===== src/hdl/rcs_pkg.sv =====
/*
  Constants, register map and types of the receiver lock and status block.
  Assumes a 200 MHz system clock and a classic Wishbone register bus.
*/
// Function
// fifo error high when full or empty
// optional read clock for phase fifo
// manual aligner slip count, 0 to 9
// lock indicator high locked-to-data, low reference
// lock-to-data high forces data lock
// lock-to-data low: reference control decides
// control pair 00 auto, 01 ref, 1x data
// signal detect high above threshold
// signal detect only basic-8b10b or pipe
// recovered clock only in gigabit ethernet mode
// pipe without inference: idle is inverted detect
// lock controls pass two flip-flops first
`default_nettype none
package rcs_pkg;
  // bus geometry
  localparam int          ADDR_W          = 8;
  localparam int          DATA_W          = 32;
  localparam int          LVL_W           = 8;
  localparam int          AMP_W           = 8;

  // register byte addresses
  localparam logic [ADDR_W-1:0] REG_CTRL      = 8'h00;
  localparam logic [ADDR_W-1:0] REG_THRESH    = 8'h04;
  localparam logic [ADDR_W-1:0] REG_SLIP      = 8'h08;
  localparam logic [ADDR_W-1:0] REG_STATUS    = 8'h0C;
  localparam logic [ADDR_W-1:0] REG_IRQ_STAT  = 8'h10;
  localparam logic [ADDR_W-1:0] REG_IRQ_MASK  = 8'h14;

  // control register fields
  localparam int          CTRL_MODE_LSB   = 0;
  localparam int          CTRL_MANUAL_BIT = 2;
  localparam int          CTRL_RDCLK_BIT  = 3;
  localparam int          CTRL_INFER_BIT  = 4;
  localparam int          CTRL_W          = 5;
  localparam logic [CTRL_W-1:0] CTRL_RESET = 5'h00;
  localparam logic [AMP_W-1:0]  THRESH_RESET = 8'h40;

  // status register fields
  localparam int          ST_LOCK_BIT     = 0;
  localparam int          ST_SIGDET_BIT   = 1;
  localparam int          ST_FIFOERR_BIT  = 2;
  localparam int          ST_EIDLE_BIT    = 3;
  localparam int          ST_MODE_LSB     = 4;
  localparam int          ST_SLIP_LSB     = 8;

  // interrupt bits
  localparam int          IRQ_W           = 3;
  localparam int          IRQ_LOCK_BIT    = 0;
  localparam int          IRQ_FIFO_BIT    = 1;
  localparam int          IRQ_SIGDET_BIT  = 2;

  // slip counter
  localparam int          SLIP_W          = 4;
  localparam logic [SLIP_W-1:0] SLIP_LAST = 4'h9;

  // phase compensation fifo depth (full level)
  localparam logic [LVL_W-1:0]  FIFO_FULL_LVL = 8'h08;
  localparam logic [LVL_W-1:0]  FIFO_EMPTY_LVL = 8'h00;

  // timing
  localparam int          CLK_MHZ         = 200;
  localparam int          LOCK_HOLD_NS    = 1000;
  localparam int          LOCK_HOLD_CYC   = (LOCK_HOLD_NS * CLK_MHZ + 999) / 1000;
  localparam int          HOLD_W          = 10;
  localparam int          DIV_W           = 4;
  localparam logic [DIV_W-1:0] RDCLK_HALF = 4'h1;
  localparam logic [DIV_W-1:0] RECCLK_HALF = 4'h3;

  // channel modes
  typedef enum logic [1:0] {
    MODE_BASIC    = 2'b00,
    MODE_BASIC_8B = 2'b01,
    MODE_PIPE     = 2'b10,
    MODE_GIGABIT_ETHERNET = 2'b11
  } rcs_mode_e;

  // clock recovery lock states
  typedef enum logic [1:0] {
    CDR_REF_AUTO = 2'b00,
    CDR_DATA_AUTO = 2'b01,
    CDR_REF_MAN  = 2'b10,
    CDR_DATA_MAN = 2'b11
  } rcs_cdr_e;
endpackage
`default_nettype wire


===== src/hdl/rcs_sync.sv =====
/*
  Two flip-flop synchroniser for a vector of independent levels.
  Assumes each bit is a slow level; bits are not kept coherent.
*/
`timescale 1ns/1ps
`default_nettype none
module rcs_sync #(
  parameter int W = 1
) (
  // clock and reset
  input  wire logic         clk_i,
  input  wire logic         rst_i,
  // levels
  input  wire logic [W-1:0] async_i,
  output logic      [W-1:0] sync_o
);
  logic [W-1:0] meta_q;

  // first stage is read only by the second
  always_ff @(posedge clk_i) begin
    if (rst_i) begin
      meta_q <= '0;
      sync_o <= '0;
    end else begin
      meta_q <= async_i;
      sync_o <= meta_q;
    end
  end
endmodule
`default_nettype wire


===== src/hdl/rcs_top.sv =====
/*
  Receiver clock recovery lock control and channel status, with a
  Wishbone register file and a masked level interrupt.
  Assumes pins arrive asynchronous to clk_i; fifo level comes from
  logic on clk_i. Lock pins are synchronised bit by bit, so a change
  of both may pass one cycle of an in-between code; harmless, as the
  lock state only settles once the pair is stable.
*/
// The register offsets and the Wishbone slave port were chosen for this implementation.
`timescale 1ns/1ps
`default_nettype none
module rcs_top (
  // clock and reset
  input  wire logic                       clk_i,
  input  wire logic                       rst_i,
  // wishbone slave
  input  wire logic                       wb_cyc_i,
  input  wire logic                       wb_stb_i,
  input  wire logic                       wb_we_i,
  input  wire logic [rcs_pkg::ADDR_W-1:0] wb_adr_i,
  input  wire logic [3:0]                 wb_sel_i,
  input  wire logic [rcs_pkg::DATA_W-1:0] wb_dat_i,
  output logic      [rcs_pkg::DATA_W-1:0] wb_dat_o,
  output logic                            wb_ack_o,
  output logic                            irq_o,
  // asynchronous lock controls and line status pins
  input  wire logic                       lock_to_data_i,
  input  wire logic                       lock_to_ref_i,
  input  wire logic                       freq_ok_i,
  input  wire logic [rcs_pkg::AMP_W-1:0]  line_amp_i,
  input  wire logic                       eidle_inferred_i,
  input  wire logic                       slip_req_i,
  // phase fifo level, same clock
  input  wire logic [rcs_pkg::LVL_W-1:0]  fifo_level_i,
  // status outputs
  output logic                            locked_to_data_o,
  output logic                            sig_detect_o,
  output logic                            elec_idle_o,
  output logic                            fifo_error_o,
  output logic      [rcs_pkg::SLIP_W-1:0] aligner_slip_count_o,
  output logic                            fifo_read_clk_o,
  output logic                            recov_clk_o
);
  import rcs_pkg::*;

  // synchronised pins
  logic [AMP_W+5-1:0] pins_async;
  logic [AMP_W+5-1:0] pins_sync;
  logic               ltd_s;
  logic               ref_ctl_s;
  logic               freq_ok_s;
  logic               infer_s;
  logic               slip_s;
  logic [AMP_W-1:0]   amp_s;

  assign pins_async = {line_amp_i, slip_req_i, eidle_inferred_i, freq_ok_i, lock_to_ref_i, lock_to_data_i};

  // lock controls and line levels pass two stages first
  rcs_sync #(.W(AMP_W+5)) u_sync (
    .clk_i   (clk_i),
    .rst_i   (rst_i),
    .async_i (pins_async),
    .sync_o  (pins_sync)
  );

  // unpack in the order packed above
  assign ltd_s     = pins_sync[0];
  assign ref_ctl_s = pins_sync[1];
  assign freq_ok_s = pins_sync[2];
  assign infer_s   = pins_sync[3];
  assign slip_s    = pins_sync[4];
  assign amp_s     = pins_sync[AMP_W+5-1:5];

  // registers
  logic [CTRL_W-1:0]  ctrl_q;
  logic [AMP_W-1:0]   thresh_q;
  logic [IRQ_W-1:0]   irq_stat_q;
  logic [IRQ_W-1:0]   irq_stat_d;
  logic [IRQ_W-1:0]   irq_mask_q;
  rcs_cdr_e           cdr_q;
  rcs_cdr_e           cdr_d;
  logic [HOLD_W-1:0]  hold_q;
  logic [SLIP_W-1:0]  slip_q;
  logic               slip_prev_q;
  logic [DIV_W-1:0]   rd_div_q;
  logic [DIV_W-1:0]   rec_div_q;

  // bus decode
  wire                bus_req   = wb_cyc_i & wb_stb_i & ~wb_ack_o;
  wire                bus_wr    = bus_req & wb_we_i & wb_sel_i[0];
  wire                wr_ctrl   = bus_wr & (wb_adr_i == REG_CTRL);
  wire                wr_thresh = bus_wr & (wb_adr_i == REG_THRESH);
  wire                wr_slip   = bus_wr & (wb_adr_i == REG_SLIP);
  wire                wr_mask   = bus_wr & (wb_adr_i == REG_IRQ_MASK);
  wire                rd_istat  = bus_req & ~wb_we_i & (wb_adr_i == REG_IRQ_STAT);

  // configuration fields
  rcs_mode_e          mode;
  assign mode = rcs_mode_e'(ctrl_q[CTRL_MODE_LSB +: 2]);
  wire                manual_align = ctrl_q[CTRL_MANUAL_BIT];
  wire                rdclk_en     = ctrl_q[CTRL_RDCLK_BIT];
  wire                infer_en     = ctrl_q[CTRL_INFER_BIT];
  wire                is_pipe      = (mode == MODE_PIPE);
  wire                gigabit_ethernet_mode = (mode == MODE_GIGABIT_ETHERNET);
  wire                sigdet_avail = (mode == MODE_BASIC_8B) | is_pipe;

  // lock control pair: 00 auto, 01 ref, 1x data
  wire [1:0]          lock_ctl     = {ltd_s, ref_ctl_s};
  wire                force_data   = lock_ctl[1];
  wire                force_ref    = (lock_ctl == 2'b01);
  wire                hold_done    = (hold_q == HOLD_W'(LOCK_HOLD_CYC - 1));

  // next lock state
  always_comb begin
    cdr_d = cdr_q;
    if (force_data) begin
      cdr_d = CDR_DATA_MAN;
    end else if (force_ref) begin
      cdr_d = CDR_REF_MAN;
    end else begin
      // automatic: move to data once frequency holds long enough
      case (cdr_q)
        CDR_REF_AUTO: begin
          if (freq_ok_s && hold_done) begin
            cdr_d = CDR_DATA_AUTO;
          end
        end
        CDR_DATA_AUTO: begin
          if (!freq_ok_s) begin
            cdr_d = CDR_REF_AUTO;
          end
        end
        default: cdr_d = CDR_REF_AUTO; // leaving manual restarts acquisition
      endcase
    end
  end

  // taken from the next state so the output flop lands together with cdr_q
  wire                locked_data  = (cdr_d == CDR_DATA_AUTO) | (cdr_d == CDR_DATA_MAN);

  // lock state and frequency hold counter
  always_ff @(posedge clk_i) begin
    if (rst_i) begin
      cdr_q  <= CDR_REF_AUTO;
      hold_q <= '0;
    end else begin
      cdr_q  <= cdr_d;
      if (cdr_q == CDR_REF_AUTO && freq_ok_s && !hold_done) begin
        hold_q <= hold_q + 1'b1; // frequency still has to prove stable
      end else begin
        hold_q <= '0; // any dropout restarts the wait
      end
    end
  end

  // status derivation
  wire                sigdet_d     = sigdet_avail & (amp_s > thresh_q);
  wire                eidle_d      = is_pipe & (infer_en ? infer_s : ~sigdet_d);
  wire                fifo_err_d   = (fifo_level_i >= FIFO_FULL_LVL) |
                                     (fifo_level_i == FIFO_EMPTY_LVL);
  wire                slip_edge    = slip_s & ~slip_prev_q;
  wire                slip_step    = manual_align & (slip_edge | wr_slip);
  wire [SLIP_W-1:0]   slip_next    = (slip_q == SLIP_LAST) ? '0 : slip_q + 1'b1;

  // word aligner slip count, wraps after nine
  // a pin edge and a write in one cycle give a single slip
  always_ff @(posedge clk_i) begin
    if (rst_i) begin
      slip_q      <= '0;
      slip_prev_q <= 1'b0;
    end else begin
      slip_prev_q <= slip_s;
      if (!manual_align) begin
        slip_q <= '0; // count meaningful only in manual alignment
      end else if (slip_step) begin
        slip_q <= slip_next;
      end
    end
  end

  // status outputs, all registered
  always_ff @(posedge clk_i) begin
    if (rst_i) begin
      locked_to_data_o     <= 1'b0;
      sig_detect_o         <= 1'b0;
      elec_idle_o          <= 1'b0;
      fifo_error_o         <= 1'b0;
      aligner_slip_count_o <= '0;
    end else begin
      locked_to_data_o     <= locked_data;
      sig_detect_o         <= sigdet_d;
      elec_idle_o          <= eidle_d;
      fifo_error_o         <= fifo_err_d;
      aligner_slip_count_o <= slip_next_or_hold(slip_q);
    end
  end

  // keeps the reported value in range even if the counter were corrupted
  function automatic logic [SLIP_W-1:0] slip_next_or_hold(input logic [SLIP_W-1:0] v);
    slip_next_or_hold = (v > SLIP_LAST) ? SLIP_LAST : v;
  endfunction

  // clock dividers; outputs toggle on enable so they come from flops
  // dividers run free, so an enabled clock starts within one half period
  wire                rd_tick      = (rd_div_q == RDCLK_HALF);
  wire                rec_tick     = (rec_div_q == RECCLK_HALF);

  always_ff @(posedge clk_i) begin
    if (rst_i) begin
      rd_div_q        <= '0;
      rec_div_q       <= '0;
      fifo_read_clk_o <= 1'b0;
      recov_clk_o     <= 1'b0;
    end else begin
      rd_div_q  <= rd_tick ? '0 : rd_div_q + 1'b1;
      rec_div_q <= rec_tick ? '0 : rec_div_q + 1'b1;
      if (!rdclk_en) begin
        fifo_read_clk_o <= 1'b0;
      end else if (rd_tick) begin
        fifo_read_clk_o <= ~fifo_read_clk_o;
      end
      if (!gigabit_ethernet_mode || !locked_data) begin
        recov_clk_o <= 1'b0;
      end else if (rec_tick) begin
        recov_clk_o <= ~recov_clk_o;
      end
    end
  end

  // interrupt events: lock change, fifo error rise, detect rise
  // lock counts both ways so software also hears of a lost lock
  wire [IRQ_W-1:0]    irq_evt;
  assign irq_evt[IRQ_LOCK_BIT]   = locked_data ^ locked_to_data_o;
  assign irq_evt[IRQ_FIFO_BIT]   = fifo_err_d & ~fifo_error_o;
  assign irq_evt[IRQ_SIGDET_BIT] = sigdet_d & ~sig_detect_o;

  // read clears, a same-cycle event survives the clear
  always_comb begin
    irq_stat_d = irq_stat_q;
    if (rd_istat) begin
      irq_stat_d = '0;
    end
    irq_stat_d = irq_stat_d | irq_evt;
  end

  // software registers and interrupt line
  always_ff @(posedge clk_i) begin
    if (rst_i) begin
      ctrl_q     <= CTRL_RESET;
      thresh_q   <= THRESH_RESET;
      irq_mask_q <= '0;
      irq_stat_q <= '0;
      irq_o      <= 1'b0;
    end else begin
      if (wr_ctrl) begin
        ctrl_q <= wb_dat_i[CTRL_W-1:0];
      end
      if (wr_thresh) begin
        thresh_q <= wb_dat_i[AMP_W-1:0];
      end
      if (wr_mask) begin
        irq_mask_q <= wb_dat_i[IRQ_W-1:0];
      end
      irq_stat_q <= irq_stat_d;
      irq_o      <= |(irq_stat_d & irq_mask_q);
    end
  end

  // read mux; unmapped addresses answer zero
  // status flag and slip fields show the output flops, so a read agrees with the pins; the mode field shows cdr_q
  logic [DATA_W-1:0]  rd_data;
  always_comb begin
    rd_data = '0;
    case (wb_adr_i)
      REG_CTRL:     rd_data[CTRL_W-1:0] = ctrl_q;
      REG_THRESH:   rd_data[AMP_W-1:0]  = thresh_q;
      REG_SLIP:     rd_data[SLIP_W-1:0] = aligner_slip_count_o;
      REG_STATUS: begin
        rd_data[ST_LOCK_BIT]                = locked_to_data_o;
        rd_data[ST_SIGDET_BIT]              = sig_detect_o;
        rd_data[ST_FIFOERR_BIT]             = fifo_error_o;
        rd_data[ST_EIDLE_BIT]               = elec_idle_o;
        rd_data[ST_MODE_LSB +: 2]           = cdr_q;
        rd_data[ST_SLIP_LSB +: SLIP_W]      = aligner_slip_count_o;
      end
      REG_IRQ_STAT: rd_data[IRQ_W-1:0]  = irq_stat_q;
      REG_IRQ_MASK: rd_data[IRQ_W-1:0]  = irq_mask_q;
      default:      rd_data = '0;
    endcase
  end

  // single-wait-state acknowledge for every address
  always_ff @(posedge clk_i) begin
    if (rst_i) begin
      wb_ack_o <= 1'b0;
      wb_dat_o <= '0;
    end else begin
      wb_ack_o <= bus_req;
      wb_dat_o <= bus_req ? rd_data : '0;
    end
  end
endmodule
`default_nettype wire


===== config.mk =====
export PLATFORM = sky130hd
export DESIGN_NAME = rcs_top
export DESIGN_NICKNAME = d
export VERILOG_FILES = /design/src/hdl/rcs_pkg.sv /design/src/hdl/rcs_sync.sv /design/src/hdl/rcs_top.sv
export SDC_FILE = /design/constraint.sdc
export NUM_CORES = 1
export LEC_CHECK = 0
export BUFFER_PORTS_ARGS = -buffer_cell sky130_fd_sc_hd__buf_4
export CAP_MARGIN = 20
export CORE_MARGIN = 2
export CORE_UTILIZATION = 51
export CTS_CLUSTER_SIZE = 28
export DETAILED_ROUTE_END_ITERATION = 10
export PLACE_DENSITY = 0.83
export SYNTH_ARGS = -nofsm -noshare
export SYNTH_HDL_FRONTEND = slang
export SYNTH_SLANG_ARGS = --single-unit

===== constraint.sdc =====
create_clock -name clk_i -period 2.5 [get_ports clk_i]
set_input_delay 0.125 -clock clk_i [delete_from_list [all_inputs] [get_ports clk_i]]
set_output_delay 0.125 -clock clk_i [all_outputs]
set_load 0.005 [all_outputs]

Word level (Yosys, flattened, before mapping):

Index checks and enable logic that the tools add are counted.

* add/sub/neg operators: 4
* order comparisons: 3
* equal/unequal tests: 16
* multiplexer cells: 13
* bitwise gates (word level): 37
* reductions and logical operators: 21

Operators by type and width (number)
* one-hot mux 3 bit (6 select lines): 1
* AND 1 bit: 16
* equality test 8 x 4 -> 1 bit (second input constant): 2
* equality test 8 x 5 -> 1 bit (second input constant): 2
* logical NOT 8 bit: 2
* OR reduction 2 bit: 8
* NOT 1 bit: 14
* adder 4 x 1 -> 4 bit (second input constant): 3
* adder 10 x 1 -> 10 bit (second input constant): 1
* equality test 10 x 8 -> 1 bit (second input constant): 1
* OR reduction 3 bit: 3
* equality test 2 x 1 -> 1 bit (second input constant): 4
* equality test 8 x 3 -> 1 bit (second input constant): 1
* greater-or-equal comparator 8 x 4 -> 1 bit (second input constant): 1
* > comparator 8 bit: 1
* 2-to-1 mux 2 bit: 4
* 2-to-1 mux 4 bit: 2
* equality test 2 bit (second input constant): 3
* equality test 4 x 1 -> 1 bit (second input constant): 1
* equality test 4 x 2 -> 1 bit (second input constant): 1
* equality test 4 bit (second input constant): 1
* > comparator 4 bit (second input constant): 1
* OR 1 bit: 4
* one-hot mux 1 bit (4 select lines): 1
* 12 further kinds: 16

* flip-flop bits (word level): 114
* bits of input ports: 70
* output and inout bits: 44

Longest topological paths before layout:

Gate-level depths: netlist of run 1.

* word-level depth: 12
* depth in mapped cells: 7
* mapped depth without buffers: 7

By module:

From an unflattened synthesis of run 1, not the netlist that was laid out.

* cell total of the unflattened synthesis: 385
* area, all modules: 3826.2 um^2

Modules (own cells, without submodules)
* rcs_top: instances 1, cells each 331, area an instance 3125.5 um^2, sequential area each 1361.3 um^2
* rcs_sync: instances 1, cells each 54, area an instance 700.7 um^2, sequential area each 520.5 um^2

Worst setup path after synthesis of run 1:

No wires, ideal clock.

* path kind: register to register
* start point: register hold_q[0]
* end point: register irq_o
* arrival: 1.741 ns
* slack: 0.637 ns
* cell stages (with the launch flop): 7
* period minus slack after synthesis: 1.863 ns
* path through: dfxtp_1 ha_1 nor4b_1 and4_1 a21oi_1 mux2_2 a221o_1

* cells in the longest elaborated chain, start to end: 12
* elaborated cells between the ends (all ways): 13
* those cells by class: 3 x eq/ne; 4 x mux; 4 x bitwise; 2 x reduce/logical

Ends and longest elaborated chain
* from (decl): RTL line rcs_top.sv:82 `logic [HOLD_W-1:0] hold_q;`
* from (signal assigned): RTL line rcs_top.sv:149 `hold_q <= hold_q + 1'b1;`
* equality test 10 x 8 -> 1 bit *: RTL line rcs_top.sv:111 `wire hold_done = (hold_q == HOLD_W'(LOCK_HOLD_CYC - 1));`
* logical AND 1 bit *: RTL line rcs_top.sv:124 `if (freq_ok_s && hold_done) begin`
* 2-to-1 mux 2 bit *: RTL line rcs_top.sv:124
* one-hot mux 2 bit (2 select lines) *: RTL line rcs_top.sv:122 `case (cdr_q)`
* 2-to-1 mux 2 bit *: RTL line rcs_top.sv:118 `end else if (force_ref) begin`
* 2-to-1 mux 2 bit *: RTL line rcs_top.sv:116 `if (force_data) begin`
* equality test 2 x 1 -> 1 bit or equality test 2 bit (tied branches): RTL line rcs_top.sv:139 `wire locked_data = (cdr_d == CDR_DATA_AUTO) | (cdr_d == CDR_DATA_MAN);`
* OR 1 bit *: RTL line rcs_top.sv:139
* XOR 1 bit *: RTL line rcs_top.sv:233 `assign irq_evt[IRQ_LOCK_BIT] = locked_data ^ locked_to_data_o;`
* OR 3 bit *: RTL line rcs_top.sv:243 `irq_stat_d = irq_stat_d | irq_evt;`
* AND 3 bit *: RTL line rcs_top.sv:265 `irq_o <= |(irq_stat_d & irq_mask_q);`
* OR reduction 3 bit *: RTL line rcs_top.sv:265
* to (signal assigned): RTL line rcs_top.sv:265
* to (decl): RTL line rcs_top.sv:25 `output logic irq_o,`

Mark *: on every way between the ends. The rest lies on a longest branch, timed or not.
A chain may end at the register's enable or synchronous reset.

Worst setup path in the final report of run 1:

Same ends and word-level chain as after synthesis.

==> impl_results.md, run 1 <==
- CP max stage cell: mux2_2
- Netlist cell types: 49
- NetSw: 626.9 uW
- Core Util, Final: 64.38%
- Via density: 4.957
- Leak pwr: 0.001983 uW
- Cell Chain, Critical Path: ha_1 -> nor4b_1 -> and4_1 -> a21oi_1 -> mux2_2 -> a221o_1
- ANT cells: 0
- Layout cells sized above 1: 19.26%
- Skew-Pair Late Insertion Delay: 0.36 ns
- Avg WL per Cell: 12.69 um
- Post-Synth XOR/XNOR Area: 2.722%
- Critical path depth: 6
- Setup Viol. Count Final: 0
- Max stage delay on crit path: 0.40 ns
- Post-Syn Instances: 405
- Cell family with the largest share of critical-path delay: compound AO/OA/AOI/OAI gates
- Clock share of power: 37.1%
- Via count: 2910
- CORE AREA: 7292 um^2
- CTS Buf Count: 9
- Post-synth top area share: 48.74%
- Buffers on Ports: 66
- Resized Gates After CTS: 0
- Initial antenna violation count: 0
- DRC errors left: 0
- Final hold vios: 0
- Outcome: complete, no violations
- Dpl cells: 557
- # Max-Cap Violations: 0
- Post-synth ARST share: 0%
- Post-synth EDFFs: 0
- Clock transition at path regs: 0.09 ns
- Busiest grt layer: met2
- Die height: 91.01 um
- Yosys warns: 0
- Logic pwr share: 7.3%
- Power Total: 2790 uW
- Die area: 8283 um^2
- Routability cong.: 0.9140
- Setup CP Type: register to register
- Pre-CTS WS: 0.4778 ns
- CTS max path bufs: 2
- Post-CTS setup buffers: 0
- Synth area leaders: dfxtp_1 (49%), nor2b_1 (5.3%), ha_1 (4.5%), buf_4 (4.1%), nor2_1 (3.5%)
- Top cell type by total area after synthesis: dfxtp_1
- Initial drt markers: 189
- Root Buffer: clkbuf_8
- Clock skew: 0.01180 ns
- Mux share of post-synthesis cell area: 4.569%
- Clock tree sinks: 94
- Critical path data required time: 2.75 ns
- Critical path endpoint category: register
- Pre-antenna DRT Iters: 4
- Grt met1 use: 23.55%
- Most frequent cells after synthesis: dfxtp_1 (94), nor2_1 (36), nor2b_1 (33)
- Max Freq: 0.4883 GHz
- Hold Path Class: input port to register
- Reg power frac: 55.7%
- Internal: 2163 uW
- Synthesized area: 3861 um^2
- Main combinational cell family by area after synthesis: simple AND/OR/NAND/NOR gates
- RSZ-0062 raised after global routing: false
- Worst slew margin: 64.82%
- Initial cell density of the core: 52.95%
- Synth-to-Final Area Change: 21.58%
- Hold-critical path depth: 3
- I/O pin count: 114
- TNS Setup: 0 ns
- Slew Limit Fails: 0
- Total track usage: 19.13%
- Die width: 91.01 um
- Seq/Total Area, Yosys: 48.74%
- Routing usage on met2: 32.59%
- Synth Area in Compound Gates: 7.291%
- Vias in the first global route: 2759
- Register bit count reported by yosys: 94
- Rows: 31
- CTS tree: built
- Final Non-Filler Cells: 587
- Nets@finish: 567
- First-pass GRT wire length: 12650 um
- Startpoint types: register
- Number of routed nets with antenna violations: 0
- Final wirelength: 7450 um
- WP buf/inv: 0
- Most frequent cell after synthesis: dfxtp_1
- Synth Area in Adders: 4.537%
- Grt met3 use: 4.647%
- Fin crit period: 2.048 ns
- Worst-margin pin slew: 0.5258 ns
- Total grt overflow: 0
- Syn_area_per_cell: 9.534 um^2
- DP HPWL: 5402 um
- WP data arrival: 2.30 ns
- Pwr/cell area: 594.4 nW/um^2
- Worst Reg-to-Reg Cells: 6
- Main synth FF type: dfxtp_1
- Peak supply drop: 0.3010 mV
- Worst Path Max Fanout: 4
- Fillcell total: 599
- Crit share post-route: 81.91%
- Worst setup margin: 0.4523 ns
- Synth Area in Simple Gates: 24.66%
- Largest net degree at the start of global routing: 44
- CTS H-tree depth: 3
- Sw frac: 22.47%
[routing by layer]
metal / routed length [um] / part of all wire, %
met1: 3217 / 43
met2: 3657 / 49
met4: 102 / 1.4
met5: 0 / 0
met3: 473 / 6.3
[tightest hold or removal path: stages]
cell and delay, ns:
buf_4 0.08, nand3_1 0.06, nand3b_1 0.07
[cell type report]
| cell class | count | area (um^2) | area share (%) |
|---|---|---|---|
| inverter | 17 | 63.81 | 1.359 |
| sequential | 94 | 1882 | 40.09 |
| multi-input combinational | 279 | 1765 | 37.61 |
| tap | 99 | 123.9 | 2.639 |
| timing repair buffer | 82 | 650.6 | 13.86 |
| clock inverter | 4 | 53.80 | 1.146 |
| clock buffer | 12 | 155.1 | 3.305 |
[cell families (layout without fill, tap and decap cells)]
logic type / count (synthesis) / count (layout)
other: 1 / 20
muxes: 16 / 16
AOI/OAI and AO/OA: 45 / 45
xor gates and xnor gates: 12 / 12
adders and majority gates: 14 / 14
and+or+nand+nor: 172 / 172
DFF: 94 / 94
buffers and inverters: 51 / 115
[metrics by stage]
stage | hold slack [ns] | cell area (um^2)
6_report | 0.01257 | 4695
4_1_cts | 0.002303 | 4695
3_3_place_gp | 0.3394 | 4345
3_5_place_dp | 0.3391 | 4345
5_1_grt | 0.02754 | 4695
2_1_floorplan | 0.2532 | 3933
[worst paths after layout]
path,start,slack (ns),end
worst max-delay path,hold_q[0]$_SDFF_PP0_,0.45,irq_o$_SDFF_PP0_
worst min-delay path,wb_dat_i[6],0.01,thresh_q[6]$_SDFFE_PP1P_
worst max register to register,hold_q[0]$_SDFF_PP0_,0.45,irq_o$_SDFF_PP0_
worst min register to register,u_sync.meta_q[10]$_SDFF_PP0_,0.44,u_sync.sync_o[10]$_SDFF_PP0_
[flip-flops by register name, indices dropped and copies added, names as in the netlist, 5 cells and up]
| name | cells |
|---|---|
| u_sync.meta_q | 13 |
| u_sync.sync_o | 13 |
| wb_dat_o | 12 |
| hold_q | 10 |
| thresh_q | 8 |
| ctrl_q | 5 |
[power by group through the flow]
stage | Combinational, uW | Sequential [uW] | Clock, uW
final | 203 | 1550 | 1030
after global routing | 228 | 1560 | 1110
after CTS | 204 | 1550 | 1060
after detailed placement | 186 | 1590 | 0
after global placement | 179 | 1590 | 0
after floorplan | 130 | 1580 | 0
[repair_timing]
| item | in CTS | in global routing |
|---|---|---|
| hold endpoints to repair | 14 | 0 |
| hold buffers | 14 | 0 |
| endpoints found under the setup margin | 0 | 0 |
[cells in the final DEF, fill, tap and decap left out, types with 4 or more instances in the layout]
cell type,n
conb_1,20
a211oi_1,4
ha_1,14
and2_1,5
dlygate4sd3_1,14
xnor2_1,6
nor2_1,36
clkbuf_8,11
dfxtp_1,94
mux2i_1,12
nand3b_1,4
inv_1,17
nand2b_1,6
and3_1,4
a21oi_1,21
nand3_1,20
xor2_1,6
nor2b_1,33
nand2_1,25
buf_4,68
nor3b_1,7
nor3_1,11
Power figures use the tool's default switching activity.
==> inputs of run 2 (changes only) <==
Clock period 2.5 ns to 2.09 ns, I/O delays scaled along.
==> run 2 against run 1 <==
  * Critical endpoint unchanged
  * Combinational power is 26% higher
  * Critical path depth unchanged
  * Routed wire length up 2.3%
  * Fmax is 4.3% higher
  * Largest cell class unchanged
  * Via count is 1.6% higher
  * Die area is the same
==> impl_results.md, run 2 (synthesized netlist as in run 1, its figures left out) <==
- Hold Path Class: input port to register
- TNS Setup: 0 ns (unchanged)
- Total track usage: 18.44% (-0.69 points)
- Final hold vios: 0 (unchanged)
- CP max stage cell: mux2_2
- Skew-Pair Late Insertion Delay: 0.36 ns (about the same)
- Pre-CTS WS: 0.09429 ns (-0.3835 ns)
- Die height: 91.01 um (unchanged)
- Initial drt markers: 107 (-43%)
- Critical path data required time: 2.35 ns (-0.40 ns)
- Final wirelength: 7618 um (+2.3%)
- Reg2reg start: hold_q[0]$_SDFF_PP0_
- Worst Path Max Fanout: 4 (unchanged)
- Largest net degree at the start of global routing: 40 (-9.1%)
- CORE AREA: 7292 um^2 (unchanged)
- Hold-critical path depth: 3 (unchanged)
- Buffers on Ports: 66 (unchanged)
- Post-CTS setup buffers: 0 (unchanged)
- Worst Reg-to-Reg Cells: 6 (unchanged)
- Root Buffer: clkbuf_8
- RSZ-0062 raised after global routing: false
- Initial cell density of the core: 52.95% (unchanged)
- Hold path startpoint: wb_dat_i[5]
- Pre-antenna DRT Iters: 5 (+1)
- Routability cong.: 0.9066 (-0.81%)
- Clock transition at path regs: 0.10 ns (about the same)
- Avg WL per Cell: 12.82 um (+1.1%)
- Synth-to-Final Area Change: 23.04%
- CTS H-tree depth: 3 (unchanged)
- Critical path endpoint category: register
- Max Freq: 0.5093 GHz (+4.3%)
- Slew Limit Fails: 0 (unchanged)
- Most frequent cells in the layout: dfxtp_1 (94), buf_4 (70), nor2_1 (36), nor2b_1 (33), nand2_1 (25)
- Hold Path End: thresh_q[5]$_SDFFE_PP0P_
- Setup Viol. Count Final: 0 (unchanged)
- Dpl cells: 559 (+0.36%)
- Crit path launch: hold_q[0]$_SDFF_PP0_
- Clock tree sinks: 94 (unchanged)
- # Max-Cap Violations: 0 (unchanged)
- Fin crit period: 1.963 ns (-0.08427 ns)
- Outcome: complete, no violations
- CTS max path bufs: 2 (unchanged)
- Leak pwr: 0.002005 uW (+1.1%)
- Via density: 4.980 (+0.45%)
- Peak supply drop: 0.4094 mV (+36%)
- Die width: 91.01 um (unchanged)
- Initial antenna violation count: 0 (unchanged)
- Vias in the first global route: 2628 (-4.7%)
- Cell family with the largest share of critical-path delay: compound AO/OA/AOI/OAI gates
- R2R Setup Slk: 0.13 ns (-0.33 ns)
- I/O pin count: 114 (unchanged)
- Die area: 8283 um^2 (unchanged)
- First-pass GRT wire length: 12290 um (-2.8%)
- Crit share post-route: 93.95% (+12 points)
- Placed Area: 4360 um^2 (+0.35%)
- WP buf/inv: 0 (unchanged)
- Layout cells sized above 1: 20.00% (+0.74 points)
- ANT cells: 0 (unchanged)
- Post-Layout Inst Area: 4751 um^2 (+1.2%)
- Rows: 31 (unchanged)
- Total grt overflow: 0 (unchanged)
- WP data arrival: 2.22 ns (-0.08 ns)
- Commonest non-fill, non-tap cell in the layout: dfxtp_1
- Startpoint types: register
- Via count: 2958 (+1.6%)
- DP HPWL: 5544 um (+2.6%)
- Max stage delay on crit path: 0.38 ns (-0.02 ns)
- CTS Buf Count: 9 (unchanged)
- Clock skew: 0.009531 ns (-0.002265 ns)
- CTS tree: built
- Worst setup margin: 0.1265 ns (-0.3257 ns)
- Setup CP Type: register to register
- Pwr/cell area: 687.2 nW/um^2 (+16%)
- Cell Chain, Critical Path: ha_1 -> nor4b_1 -> and4_1 -> a21oi_2 -> mux2_2 -> a221o_1
- Final Non-Filler Cells: 594 (+1.2%)
- Largest regs: u_sync.meta_q x13, u_sync.sync_o x13, wb_dat_o x12
- Nets@finish: 574 (+1.2%)
- Reg-to-reg endpoint: irq_o$_SDFF_PP0_
- DRC errors left: 0 (unchanged)
- Number of routed nets with antenna violations: 0 (unchanged)
==> run 2: worst min-delay path, delay by kind of cell <==
| kind | cells | cell delay (ns) |
|---|---|---|
| buf+inv | 1 | 0.11 |
| simple gates | 1 | 0.06 |
| compound gates | 1 | 0.06 |
==> run 2: layer usage <==
layer	wire, um	track usage [%]
met5	0	0
met4	115	7.071
met3	501	5.145
met2	3674	29.81
met1	3326	23.43
==> run 2: per-stage QoR <==
step / utilization [%] / hold slack (ns) / total power [uW]
floorplan: - / 0.2327 / 2049
global route: 65.15 / 0.01051 / 3402
CTS: 65.03 / 0.00003417 / 3282
detailed placement: 59.80 / 0.3192 / 2124
global placement: 59.80 / 0.3175 / 2114
finish: 65.15 / 0.009312 / 3265
==> run 2: area by class of cell <==
| cell class | instances | area [um^2] |
|---|---|---|
| clock inverter | 6 | 53.80 |
| multi-input combinational | 279 | 1774 |
| tap | 99 | 123.9 |
| inverter | 17 | 63.81 |
| clock buffer | 10 | 137.6 |
| timing repair buffer | 89 | 715.7 |
| sequential | 94 | 1882 |
| fill | 606 | 2541 |
==> run 2: worst max path at each step <==
stage	to	slack, ns	depth (start not counted)
after floorplan	irq_o$_SDFF_PP0_	0.23	6
after global placement	irq_o$_SDFF_PP0_	0.14	6
after detailed placement	irq_o$_SDFF_PP0_	0.09	6
after CTS	irq_o$_SDFF_PP0_	0.07	6
after global routing	irq_o$_SDFF_PP0_	0.03	6
final	irq_o$_SDFF_PP0_	0.13	6
==> run 2: timing repair <==
item	CTS	global route
gates resized for setup	0	2
hold buffers	19	0
endpoints found under the setup margin	0	2
endpoints found under the hold margin	20	0
==> run 2: power breakdown <==
group / switching, uW / internal, uW / total, uW
logic: 116 / 139 / 256
registers: 22.6 / 1830 / 1860
clock network: 667 / 485 / 1150
